==> config.mk <==
export PLATFORM = sky130hd
export DESIGN_NAME = fsg_gate
export DESIGN_NICKNAME = d
export VERILOG_FILES = /design/src/rtl/fsg_pkg.sv /design/src/rtl/fsg_lock_store.sv /design/src/rtl/fsg_gate.sv
export SDC_FILE = /design/constraint.sdc
export NUM_CORES = 1
export LEC_CHECK = 0
export BUFFER_PORTS_ARGS = -buffer_cell sky130_fd_sc_hd__buf_2
export CAP_MARGIN = 25
export CORE_UTILIZATION = 44
export CTS_CLUSTER_DIAMETER = 120
export DETAILED_ROUTE_END_ITERATION = 8
export PLACE_DENSITY = 0.89
export SLEW_MARGIN = 10
export SYNTH_ARGS = -nofsm -noshare
export SYNTH_HDL_FRONTEND = slang
export SYNTH_HIERARCHICAL = 1
export SYNTH_SLANG_ARGS = --single-unit
==> constraint.sdc <==
create_clock -name sys_clk -period 1.8 [get_ports sys_clk]
set_input_delay 0.18 -clock sys_clk [delete_from_list [all_inputs] [get_ports sys_clk]]
set_output_delay 0.18 -clock sys_clk [all_outputs]
set_load 0.02 [all_outputs]
==> src/rtl/fsg_pkg.sv <==
// Shared constants and carrier types for the flash security gate
package fsg_pkg;
  // APB register byte offsets
  localparam logic [7:0]  OFF_STATUS   = 8'h00;
  localparam logic [7:0]  OFF_IRQ_STAT = 8'h04;
  localparam logic [7:0]  OFF_IRQ_MASK = 8'h08;
  // Status register field positions
  localparam int          STAT_ACTIVE_LSB = 0;
  localparam int          STAT_STORED_LSB = 4;
  localparam int          STAT_BUSY_BIT   = 8;
  // Lock bit positions inside a four-bit lock vector
  localparam int          LOCK_CHIP  = 0;
  localparam int          LOCK_BLOCK = 1;
  localparam int          LOCK_WRITE = 2;
  localparam int          LOCK_BOOT  = 3;
  // Interrupt event bit positions
  localparam int          IRQ_REFUSED = 0;
  localparam int          IRQ_DONE    = 1;
  localparam int          IRQ_LOCKSET = 2;
  // Values after reset
  localparam logic [3:0]  LOCK_RESET   = 4'h0;
  localparam logic [2:0]  IRQ_RESET    = 3'h0;
  localparam logic [31:0] RDATA_RESET  = 32'h0000_0000;
  // Last address of the protected boot region
  localparam logic [15:0] BOOT_LAST    = 16'h0FFF;

  typedef enum logic [1:0] {
    FSG_OP_CHIP,
    FSG_OP_BLOCK,
    FSG_OP_WRITE,
    FSG_OP_SECSET
  } fsg_op_type;

  typedef struct packed {
    logic       selfPath;
    fsg_op_type op;
    logic [15:0] addr;
    logic [3:0] locks;
  } fsg_cmd_type;

  typedef struct packed {
    logic       go;
    fsg_op_type op;
    logic [15:0] addr;
  } fsg_flash_type;

  typedef struct packed {
    logic valid;
    logic error;
  } fsg_resp_type;
endpackage

==> src/rtl/fsg_lock_store.sv <==
// Persistent lock settings store
`timescale 1ns/1ps
`default_nettype none
module fsg_lock_store
  import fsg_pkg::*;
(
  // Clock and reset
  input  wire logic       sys_clk,
  input  wire logic       rst_b,
  // Update requests
  input  wire logic [3:0] setMask,
  input  wire logic       clearEraseLocks,
  // Stored settings
  output logic [3:0]      stored
);

  logic [3:0] next_stored;

  // Bits may only be set; the only clear is of block and write locks, never once chip lock is set
  always_comb begin
    next_stored = stored | setMask;
    if (clearEraseLocks && !stored[LOCK_CHIP]) begin
      next_stored[LOCK_BLOCK] = setMask[LOCK_BLOCK];
      next_stored[LOCK_WRITE] = setMask[LOCK_WRITE];
    end
  end

  // Delivered state has every lock clear
  always_ff @(posedge sys_clk or negedge rst_b) begin
    if (!rst_b) begin
      stored <= LOCK_RESET;
    end else begin
      stored <= next_stored;
    end
  end
endmodule
`default_nettype wire

==> src/rtl/fsg_gate.sv <==
// Flash security gate: lock checking, command sequencing and APB registers
//
// Function
// - New settings apply at next programming entry
// - Chip lock refuses programmer chip/block erase
// - Chip lock makes every lock permanent
// - Block lock refuses programmer block erase
// - Block lock spares self-path block erase
// - Write lock refuses programmer write, block erase
// - Write lock spares self-path writes
// - Boot lock refuses chip erase, boot writes
// - Boot lock also guards self-path boot region
// - All locks clear in delivered state
// - Both paths set independent lock bits
// - Chip erase clears block, write locks
// - Block/write locks still allow chip erase
// - Only programmer chip erase clears those locks
// - Boot lock can never be cleared
//
// Chosen here: the APB interface to the registers and the register addresses.
`timescale 1ns/1ps
`default_nettype none
module fsg_gate
  import fsg_pkg::*;
(
  // Clock and reset
  input  wire logic          sys_clk,
  input  wire logic          rst_b,
  // APB slave
  input  wire logic          psel,
  input  wire logic          penable,
  input  wire logic          pwrite,
  input  wire logic [7:0]    paddr,
  input  wire logic [31:0]   pwdata,
  output logic [31:0]        prdata,
  output logic               pready,
  output logic               pslverr,
  // Programming mode entry pin
  input  wire logic          progEntryPin,
  // Command port from programmer transport and self-programming path
  input  wire logic          cmdValid,
  input  wire fsg_cmd_type   cmd,
  output logic               cmdReady,
  output fsg_resp_type       resp,
  // Flash cell engine
  output fsg_flash_type      flashReq,
  input  wire logic          flashDone,
  input  wire logic          flashOk,
  // Interrupt
  output logic               irq
);

  typedef enum logic {
    ST_IDLE,
    ST_EXEC
  } fsg_state_type;

  fsg_state_type state;
  fsg_state_type next_state;
  logic [3:0]    active;
  logic [3:0]    stored;
  logic [3:0]    setMask;
  logic          clearEraseLocks;
  logic          entrySync1;
  logic          entrySync2;
  logic          entryPrev;
  logic          entryRise;
  logic          accept;
  logic          bootHit;
  logic          refuse;
  logic          execOp;
  fsg_op_type    execOpCode;
  logic          execSelf;
  logic [2:0]    irqStat;
  logic [2:0]    irqMask;
  logic [2:0]    irqEvent;
  logic          apbAccess;
  logic          apbCommit;
  logic          apbHit;

  fsg_lock_store u_store (
    .sys_clk         (sys_clk),
    .rst_b           (rst_b),
    .setMask         (setMask),
    .clearEraseLocks (clearEraseLocks),
    .stored          (stored)
  );

  // Entry pin is asynchronous to sys_clk; second stage feeds the edge detector
  always_ff @(posedge sys_clk or negedge rst_b) begin
    if (!rst_b) begin
      entrySync1 <= 1'b0;
      entrySync2 <= 1'b0;
      entryPrev  <= 1'b0;
    end else begin
      entrySync1 <= progEntryPin;
      entrySync2 <= entrySync1;
      entryPrev  <= entrySync2;
    end
  end

  assign entryRise = entrySync2 && !entryPrev;
  assign accept    = cmdValid && cmdReady;
  assign bootHit   = cmd.addr <= BOOT_LAST;

  // Permission decision against the settings latched at programming entry
  always_comb begin
    refuse = 1'b0;
    case (cmd.op)
      FSG_OP_CHIP: begin
        if (cmd.selfPath) begin
          refuse = 1'b1;
        end else begin
          refuse = active[LOCK_CHIP] || active[LOCK_BOOT];
        end
      end
      FSG_OP_BLOCK: begin
        if (cmd.selfPath) begin
          refuse = active[LOCK_BOOT] && bootHit;
        end else begin
          refuse = active[LOCK_CHIP] || active[LOCK_BLOCK] || active[LOCK_WRITE]
                   || (active[LOCK_BOOT] && bootHit);
        end
      end
      FSG_OP_WRITE: begin
        if (cmd.selfPath) begin
          refuse = active[LOCK_BOOT] && bootHit;
        end else begin
          refuse = active[LOCK_WRITE] || (active[LOCK_BOOT] && bootHit);
        end
      end
      FSG_OP_SECSET: refuse = 1'b0;
      default:       refuse = 1'b1;
    endcase
  end

  // Security set only writes the store; chip erase success clears erase locks
  assign setMask         = (accept && cmd.op == FSG_OP_SECSET) ? cmd.locks : 4'h0;
  assign clearEraseLocks = state == ST_EXEC && flashDone && flashOk
                           && execOpCode == FSG_OP_CHIP && !execSelf;

  always_comb begin
    next_state = state;
    case (state)
      ST_IDLE: begin
        if (accept && !refuse && cmd.op != FSG_OP_SECSET) begin
          next_state = ST_EXEC;
        end
      end
      ST_EXEC: begin
        if (flashDone) begin
          next_state = ST_IDLE;
        end
      end
      default: next_state = ST_IDLE;
    endcase
  end

  always_ff @(posedge sys_clk or negedge rst_b) begin
    if (!rst_b) begin
      state    <= ST_IDLE;
      cmdReady <= 1'b0;
    end else begin
      state    <= next_state;
      cmdReady <= next_state == ST_IDLE;
    end
  end

  // Remember what is running so completion can be judged
  always_ff @(posedge sys_clk or negedge rst_b) begin
    if (!rst_b) begin
      execOpCode <= FSG_OP_CHIP;
      execSelf   <= 1'b0;
    end else if (accept) begin
      execOpCode <= cmd.op;
      execSelf   <= cmd.selfPath;
    end
  end

  // Refused commands never reach the flash engine
  always_ff @(posedge sys_clk or negedge rst_b) begin
    if (!rst_b) begin
      flashReq <= '0;
    end else begin
      flashReq.go   <= accept && !refuse && cmd.op != FSG_OP_SECSET;
      flashReq.op   <= accept ? cmd.op : flashReq.op;
      flashReq.addr <= accept ? cmd.addr : flashReq.addr;
    end
  end

  assign execOp = accept && !refuse && cmd.op != FSG_OP_SECSET;

  // One response per command: at once for refusals and settings, on completion otherwise
  always_ff @(posedge sys_clk or negedge rst_b) begin
    if (!rst_b) begin
      resp <= '0;
    end else begin
      resp.valid <= (accept && !execOp) || (state == ST_EXEC && flashDone);
      resp.error <= accept ? refuse : (state == ST_EXEC && flashDone && !flashOk);
    end
  end

  // Latched settings follow the store only at entry; erase clears apply at once
  always_ff @(posedge sys_clk or negedge rst_b) begin
    if (!rst_b) begin
      active <= LOCK_RESET;
    end else if (entryRise) begin
      active <= stored;
    end else if (clearEraseLocks && !active[LOCK_CHIP]) begin
      active[LOCK_BLOCK] <= 1'b0;
      active[LOCK_WRITE] <= 1'b0;
    end
  end

  // Interrupt events
  assign irqEvent[IRQ_REFUSED] = accept && refuse;
  assign irqEvent[IRQ_DONE]    = state == ST_EXEC && flashDone;
  assign irqEvent[IRQ_LOCKSET] = |setMask;

  // APB: one wait state, answer on the second access cycle
  assign apbAccess = psel && penable && !pready;
  assign apbCommit = psel && penable && pready;
  assign apbHit    = paddr == OFF_STATUS || paddr == OFF_IRQ_STAT || paddr == OFF_IRQ_MASK;

  always_ff @(posedge sys_clk or negedge rst_b) begin
    if (!rst_b) begin
      pready  <= 1'b0;
      pslverr <= 1'b0;
      prdata  <= RDATA_RESET;
    end else begin
      pready  <= apbAccess;
      pslverr <= apbAccess && !apbHit;
      prdata  <= RDATA_RESET;
      if (apbAccess && !pwrite) begin
        case (paddr)
          OFF_STATUS: begin
            prdata[STAT_ACTIVE_LSB +: 4] <= active;
            prdata[STAT_STORED_LSB +: 4] <= stored;
            prdata[STAT_BUSY_BIT]        <= state == ST_EXEC;
          end
          OFF_IRQ_STAT: prdata[2:0] <= irqStat;
          OFF_IRQ_MASK: prdata[2:0] <= irqMask;
          default:      prdata      <= RDATA_RESET;
        endcase
      end
    end
  end

  // Sticky status, write one to clear; a new event wins over the clear
  always_ff @(posedge sys_clk or negedge rst_b) begin
    if (!rst_b) begin
      irqStat <= IRQ_RESET;
    end else if (apbCommit && pwrite && paddr == OFF_IRQ_STAT) begin
      irqStat <= (irqStat & ~pwdata[2:0]) | irqEvent;
    end else begin
      irqStat <= irqStat | irqEvent;
    end
  end

  always_ff @(posedge sys_clk or negedge rst_b) begin
    if (!rst_b) begin
      irqMask <= IRQ_RESET;
    end else if (apbCommit && pwrite && paddr == OFF_IRQ_MASK) begin
      irqMask <= pwdata[2:0];
    end
  end

  always_ff @(posedge sys_clk or negedge rst_b) begin
    if (!rst_b) begin
      irq <= 1'b0;
    end else begin
      irq <= |(irqStat & irqMask);
    end
  end
endmodule
`default_nettype wire

==> flow_metrics.tcl, run 1 <==
set metrics [dict create \
    maxSlewViolCount 0 \
    port_buffers 76 \
    power-per-cell-area_nw_per_um2 996 \
    pwr-share-comb_pct 23.6 \
    violations "hold timing" \
    ir_drop_mv 0.495 \
    p_switching_w 0.000865 \
    grt_usage_pct 16.4 \
    yosysSeqAreaShare_pct 56.9 \
    fin_nets 354 \
    wl_per_cell_um 12.6 \
    grt_use_met3_pct 5.49 \
    setup_viol 0 \
    ys.flop_type "dfrtp_1" \
    timing.hold.ws_ns -0.0253 \
    crit_chain "nor3_1 > o21ai_0 > o311ai_0 > buf_4 > o21ai_0" \
    die_h_um 74.8 \
    status "finished, violations left" \
    postLayoutCellArea_um2 2860 \
    min_period_over_period_pct 84.3 \
    grt_pass1_wl_mm 6.65 \
    vias 1706 \
    cts-root-buf "clkbuf_8" \
    cts_htree_levels 2 \
    critPathBufInv 1 \
    grt_use_met1_pct 19.9 \
    ant_nets 0 \
    initial_core_util_pct 45.7 \
    worstSetupStartpointType "flip-flop" \
    die_w_um 74.8 \
    antenna_cells 0 \
    vias_per_cell 4.83 \
    cts_tree "built" \
    area_delta_synth_final_pct 22.4 \
    crit_family "compound AO/OA/AOI/OAI gates" \
    post_cts_resized 0 \
    yosys_register_bits 53 \
    grt_pass1_vias 1504 \
    grt_max_degree 54 \
    slowest_delay_ns 0.44 \
    io_pins 129 \
    path_clk_slew_ns 0.09 \
    seq_power_share_pct 51.4 \
    place_inst 344 \
    maxCapViolCount 0 \
    synth_top_area_cell "dfrtp_1" \
    worstMarginPinSlew_ns 0.648 \
    critPathMostFrequentCell "o21ai_0" \
    crit_arrival_ns 1.68 \
    synth_commonest_cells "dfrtp_1 (53), buf_4 (23), mux2_2 (18)" \
    slew_headroom_pct 56.8 \
    synth_top_area_share_pct 56.9 \
    pwr-share-clk_pct 24.9 \
    p_leak_nw 1.45 \
    min_period_ns 1.52 \
    avgSynthCellArea_um2 11.9 \
    dieArea_um2 5600 \
    dr.first_iter.drc_count 42 \
    gr-usage-met2_pct 26.9 \
    finalHoldViolCount 24 \
    post-route-drc-count 0 \
    yosysWarnings 6 \
    dpl_cell_area_um2 2740 \
    overflow 0 \
    p_total_w 0.00284 \
    hold_path_class "in2async" \
    postSynthCellCount 196 \
    swShare_pct 30.4 \
    first_pass_iters 4 \
    clk_latency_ns 0.30 \
    post-dp-hpwl_mm 3.48 \
    rsz0062_at_grt "no" \
    grt_busiest_layer "met2" \
    stdcell_count 353 \
    synth_area_leaders "dfrtp_1 (57%), mux2_2 (8.7%), buf_4 (7.4%)" \
    drive_above_1_share_pct 41.0 \
    cp-end-kind "flip-flop" \
    crit_type "reg2reg" \
    cts.sinks 53 \
    setup_tns_ns 0 \
    slowest_stage "dfrtp_1" \
    rows 26 \
    max_freq_ghz 0.659 \
    gp_congestion 0.829 \
    cts_buffers 5 \
    p_int_w 0.00198 \
    core_area_um2 5110 \
    skew_ns 0.00339 \
    routed_wirelength_mm 4.46 \
    synthArstFlopShare_pct 100 \
    clock_path_buffers 2 \
    cts_hold_buf 1 \
    antenna_found_initial 0 \
    critPathRequiredTime_ns 1.96 \
    synth_edf_count 0 \
    synth_area_um2 2330 \
    cts_setup_buffers 0 \
    cp_max_fo 5 \
    yosysMostFrequentCell "dfrtp_1" \
    yosysUniqueCellTypes 41 \
]
[power groups by stage]
stage	Sequential, W	Combinational, W	Clock (W)
after floorplan	0.00161	0.000317	0
after global placement	0.00148	0.000657	0
after detailed placement	0.00149	0.000677	0
after CTS	0.00146	0.000679	0.000726
after global routing	0.00149	0.000736	0.000760
final	0.00146	0.000672	0.000709
[cells by family (layout without fill, tap and decap cells)]
logic type	Yosys count	in the layout	synth area share (%)
other	1	23	0.161
AOI/OAI and AO/OA	24	24	7.03
muxes	24	24	11.4
DFF	53	53	56.9
buffers and inverters	28	93	8.21
and+or+nand+nor	66	66	16.3
[state kept, by name (all words and copies together) (netlist names)]
name and flops:
flashReq 19, prdata 9, active 4, u_store/stored 4, irqMask 3, irqStat 3
resp 2, cmdReady 1, entryPrev 1, entrySync1 1, entrySync2 1, execSelf 1
irq 1, pready 1, pslverr 1, state 1
[cell type report]
type	count	area [um2]
sequential	53	1330
timing repair buffer	83	435
multi-input combinational	137	897
tap	70	87.6
clock buffer	7	96.3
clock inverter	1	5.00
fill	452	2250
inverter	2	7.51
[per-stage QoR]
step	worst slack, ns	util, %
after CTS	0.290	55.9
after detailed placement	0.0725	53.7
after floorplan	0.292	-
after global routing	0.181	55.9
after global placement	0.103	53.7
final	0.283	55.9
[placed cells by master (no fill, tap or decap), types with 3 or more instances in the layout]
cell type  count
a21oi_1        5
nor2_1        10
conb_1        23
buf_2         76
mux2_1         3
nor4_1         3
buf_4          6
and2_1        10
nor3_1         5
clkbuf_8       7
o21ai_0        5
nand2_1       17
dfrtp_1       53
nand2b_1       3
nor2b_1        3
mux2i_1        3
mux2_2        18
[worst paths after layout]
kind	startpoint	to	slack, ns	depth (start not counted)
max	active[0]	resp[1]	0.28	5
min	rst_b	flashReq[1]	-0.03	2
max reg2reg	active[0]	resp[1]	0.28	5
min reg2reg	entrySync1	entrySync2	0.36	0
max in group asynchronous	rst_b	active[2]	1.38	2
min in group sys_clk	flashOk	resp[0]	0.07	2
[routing by layer]
layer	wire [um]	vias to the layer above
met5	0	-
met4	81	0
met3	308	8
met2	2220	68
met1	1860	827
li1	-	803
Power figures use the tool's default switching activity.
==> run 2, diff against run 1 <==
--- a/config.mk
+++ b/config.mk
@@ -7,10 +7,10 @@
 export LEC_CHECK = 0
 export BUFFER_PORTS_ARGS = -buffer_cell sky130_fd_sc_hd__buf_2
 export CAP_MARGIN = 25
-export CORE_UTILIZATION = 44
+export CORE_UTILIZATION = 40
 export CTS_CLUSTER_DIAMETER = 120
 export DETAILED_ROUTE_END_ITERATION = 8
-export PLACE_DENSITY = 0.89
+export PLACE_DENSITY = 0.86
 export SLEW_MARGIN = 10
 export SYNTH_ARGS = -nofsm -noshare
 export SYNTH_HDL_FRONTEND = slang
==> constraint.sdc (replaced) <==
create_clock -name sys_clk -period 1.3 [get_ports sys_clk]
set_input_delay 0.13 -clock sys_clk [delete_from_list [all_inputs] [get_ports sys_clk]]
set_output_delay 0.13 -clock sys_clk [all_outputs]
set_load 0.02 [all_outputs]
==> flow_metrics.tcl, run 2 (synthesized netlist as in run 1, its figures left out) <==
set metrics [dict create \
    dr.first_iter.drc_count 74 \
    area_delta_synth_final_pct 29.0 \
    finalHoldViolCount 0 \
    final_cell_mix "buf_2 (76), dfrtp_1 (52), conb_1 (23)" \
    power-per-cell-area_nw_per_um2 1440 \
    grt_pass1_wl_mm 7.66 \
    largest_register_ffs 19 \
    routed_wirelength_mm 4.60 \
    regMostFlops "flashReq" \
    io_pins 129 \
    stdcell_count 361 \
    grt_max_degree 54 \
    top_regs "flashReq x19, prdata x9" \
    fillers 493 \
    clk_latency_ns 0.30 \
    worst_slack_ns -0.0482 \
    cts_buffers 5 \
    crit_arrival_ns 1.54 \
    rsz0062_at_grt "yes" \
    min_period_ns 1.35 \
    die_h_um 78.4 \
    gp_congestion 0.816 \
    min_period_over_period_pct 104 \
    vias 1710 \
    cts_htree_levels 2 \
    cts_tree "built" \
    clock_path_buffers 2 \
    core_area_um2 5570 \
    skew_ns 0.00676 \
    initial_core_util_pct 41.8 \
    overflow 0 \
    vias_per_cell 4.74 \
    first_pass_iters 4 \
    maxSlewViolCount 0 \
    max_freq_ghz 0.742 \
    drive_above_1_share_pct 45.0 \
    die_w_um 78.4 \
    cts-root-buf "clkbuf_8" \
    ant_nets 0 \
    cts.sinks 53 \
    antenna_found_initial 0 \
    post-dp-hpwl_mm 3.49 \
    place_inst 349 \
    ir_drop_mv 0.845 \
    fin_nets 360 \
    status "finished, violations left" \
    p_total_w 0.00433 \
    port_buffers 76 \
    worstSetupStartpointType "flip-flop" \
    wl_per_cell_um 12.8 \
    cp_max_fo 3 \
    maxCapViolCount 0 \
    dieArea_um2 6140 \
    antenna_cells 0 \
    p_leak_nw 1.52 \
    setup_viol 6 \
    cp-end-kind "flip-flop" \
    grt_pass1_vias 1686 \
    crit_type "reg2reg" \
    grt_usage_pct 16.4 \
    rows 27 \
    mostFrequentLayoutCell "buf_2" \
    path_clk_slew_ns 0.09 \
    hold_path_class "in2reg" \
    post-route-drc-count 0 \
    final_util_pct 54.0 \
    timing.hold.ws_ns 0.0298 \
    violations "setup timing" \
    critPathRequiredTime_ns 1.49 \
]
run 2: path summary, 6_finish.rpt:
kind | start | endpoint | slack [ns] | depth (start not counted)
min reg2reg | entrySync1 | entrySync2 | 0.35 | 0
max in group asynchronous | rst_b | flashReq[9] | 0.72 | 3
min in group asynchronous | rst_b | prdata[7] | 0.33 | 3
min | flashOk | resp[0] | 0.03 | 2
max | active[0] | cmdReady | -0.05 | 4
max reg2reg | active[0] | cmdReady | -0.05 | 4
run 2: area by class of cell:
cell class / instances / area [um2] / area share (%)
multi-input cells: 137 / 942 / 31.3
inverters: 2 / 7.51 / 0.249
flip-flops and latches: 53 / 1330 / 44.1
repair buffers: 89 / 508 / 16.9
clock inverters: 3 / 65.1 / 2.16
clock buffers: 5 / 68.8 / 2.29
well taps: 72 / 90.1 / 2.99
run 2: stage by stage:
stage          TNS [ns]  worst slack, ns  area (um2)
3_3_place_gp      -3.42           -0.310        2800
4_1_cts          -0.146          -0.0995        2980
2_1_floorplan    -0.761           -0.157        2430
5_1_grt          -0.920           -0.124        3010
3_5_place_dp      -4.12           -0.343        2800
6_report         -0.207          -0.0482        3010
run 2: per-layer routing:
metal / GRT usage [%] / vias up / share of wire [%]
li1: - / 813 / -
met1: 18.9 / 816 / 41
met2: 28.1 / 76 / 50
met3: 5.70 / 5 / 8.2
met4: 5.93 / 0 / 1.3
met5: 0 / - / 0
run 2: timing repair:
action,in CTS,in global routing
hold endpoints to repair,54,0
buffers inserted,2,0
gates resized for setup,1,8
endpoints found under the setup margin,8,19
hold buffers,2,0
pin swaps,2,2
run 2: critical path, cell delays in order (launching register included):
cell     delay, ns
dfrtp_1       0.41
nor3_2        0.15
o21ai_1       0.09
o32a_1        0.33
o31a_1        0.25
run 2: power breakdown:
part	internal, W	leakage (nW)	switching, W
clock network	0.000764	0.0681	0.000510
logic	0.000442	0.814	0.000593
registers	0.00188	0.638	0.000145
==> run 3, diff against run 2 <==
--- a/config.mk
+++ b/config.mk
@@ -10,7 +10,7 @@
 export CORE_UTILIZATION = 40
 export CTS_CLUSTER_DIAMETER = 120
 export DETAILED_ROUTE_END_ITERATION = 8
-export PLACE_DENSITY = 0.86
+export PLACE_DENSITY = 0.76
 export SLEW_MARGIN = 10
 export SYNTH_ARGS = -nofsm -noshare
 export SYNTH_HDL_FRONTEND = slang
==> flow_metrics.tcl, run 3 (synthesized netlist as in run 1, its figures left out) <==
set metrics [dict create \
    status "finished, violations left" \
    violations "setup timing" \
    io_pins 129 \
    overflow 0 \
    gp_congestion 0.827 \
    worst_slack_ns -0.116 \
    p_leak_nw 1.52 \
    grt_usage_pct 15.8 \
    dr.first_iter.drc_count 58 \
    p_total_w 0.00405 \
    dpl_cell_area_um2 2820 \
    grt_pass1_wl_mm 7.33 \
    skew_ns 0.00886 \
    post-dp-hpwl_mm 3.31 \
    core_area_um2 5570 \
    dieArea_um2 6140 \
    worstSetupStartpointType "flip-flop" \
    holdCritStartpoint "flashOk" \
    stdcell_count 364 \
    routed_wirelength_mm 4.64 \
    slowest_delay_ns 0.42 \
    maxSlewViolCount 0 \
    antenna_found_initial 0 \
    ant_nets 0 \
    crit_family "compound AO/OA/AOI/OAI gates" \
    critPathRequiredTime_ns 1.50 \
    maxCapViolCount 0 \
    fin_nets 363 \
    setup_viol 5 \
    ir_drop_mv 0.910 \
    slowest_stage "dfrtp_1" \
    ff2ff_setup_slack_ns -0.12 \
    crit_type "reg2reg" \
    cp_max_fo 3 \
    top_regs "flashReq x19, prdata x9" \
    final_cell_mix "buf_2 (75), dfrtp_1 (53), conb_1 (23)" \
    regMostFlops "flashReq" \
    cts_htree_levels 2 \
    hold_path_class "in2reg" \
    mostFrequentLayoutCell "buf_2" \
    grt_max_degree 54 \
    die_w_um 78.4 \
    grt_pass1_vias 1662 \
    finalHoldViolCount 0 \
    worstHoldPathCells 2 \
    power-per-cell-area_nw_per_um2 1340 \
    first_pass_iters 5 \
    rsz0062_at_grt "yes" \
    min_period_over_period_pct 109 \
    wl_per_cell_um 12.7 \
    vias_per_cell 4.68 \
    area_delta_synth_final_pct 29.8 \
    r2r-start "active[0]" \
    port_buffers 76 \
    path_clk_slew_ns 0.11 \
    vias 1703 \
    cts_tree "built" \
    rr_worst_depth 4 \
    r2r_end "cmdReady" \
    cts.sinks 53 \
    postLayoutCellArea_um2 3030 \
    crit_chain "nor3_2 > o21ai_2 > o32a_1 > o31a_1" \
    cp-end-kind "flip-flop" \
    min_period_ns 1.42 \
    clk_latency_ns 0.31 \
    initial_core_util_pct 41.8 \
    antenna_cells 0 \
    die_h_um 78.4 \
    largest_register_ffs 19 \
    post-route-drc-count 0 \
    cts-root-buf "clkbuf_8" \
    max_freq_ghz 0.706 \
    crit_arrival_ns 1.62 \
    place_inst 351 \
    critPathBufInv 0 \
    clock_path_buffers 2 \
    drive_above_1_share_pct 46.6 \
    cts_buffers 5 \
    fillers 512 \
    holdPathEnd "resp[0]" \
    setup_tns_ns -0.252 \
    rows 27 \
]
## run 3: worst max path at each step
stage	start	endpoint	depth (start not counted)
after floorplan	paddr[7]	irqMask[0]	4
after global placement	paddr[7]	irqMask[2]	5
after detailed placement	paddr[7]	irqMask[2]	5
after CTS	active[3]	resp[1]	4
after global routing	active[0]	state	4
final	active[0]	cmdReady	4
## run 3: per-stage QoR
stage / hold slack, ns / utilization, % / setup WS, ns
after detailed placement: 0.145 / 50.5 / -0.344
after CTS: 0.0352 / 52.9 / -0.113
after floorplan: -0.166 / - / -0.157
after global placement: 0.144 / 50.5 / -0.311
after global routing: 0.0245 / 54.3 / -0.202
final: 0.0281 / 54.3 / -0.116
## run 3: final cells by class
| class | instances | area [um2] | area share (%) |
|---|---|---|---|
| Timing Repair Buffer | 92 | 541 | 17.9 |
| Tap cell | 72 | 90.1 | 2.98 |
| Clock inverter | 3 | 25.0 | 0.827 |
| Sequential cell | 53 | 1330 | 43.8 |
| Clock buffer | 5 | 68.8 | 2.27 |
| Multi-Input combinational cell | 137 | 968 | 32.0 |
| Inverter | 2 | 7.51 | 0.248 |
## run 3: power by group
group / total [W] / switching, W / internal [W] / leakage [nW]
sequential: 0.00201 / 0.000139 / 0.00187 / 0.639
combinational: 0.00106 / 0.000596 / 0.000462 / 0.834
clock: 0.000982 / 0.000588 / 0.000394 / 0.0452
total: 0.00405 / 0.00132 / 0.00273 / 1.52
## run 3: timing repair
| action | in CTS | in global routing |
|---|---|---|
| setup buffers | 2 | 1 |
| endpoints found under the setup margin | 8 | 19 |
| endpoints found under the hold margin | 54 | 0 |
| gates cloned | 0 | 0 |
| pin swaps | 0 | 5 |
| resized for setup | 0 | 15 |
| hold buffers | 2 | 0 |
## run 3: metal layers
metal | wire [um] | part of all wire [%] | GRT usage (%) | up-vias
li1 | - | - | - | 829
met1 | 1920 | 41 | 18.1 | 793
met2 | 2290 | 49 | 27.5 | 77
met3 | 385 | 8.3 | 5.70 | 4
met4 | 40 | 0.86 | 4.81 | 0
met5 | 0 | 0 | 0 | -
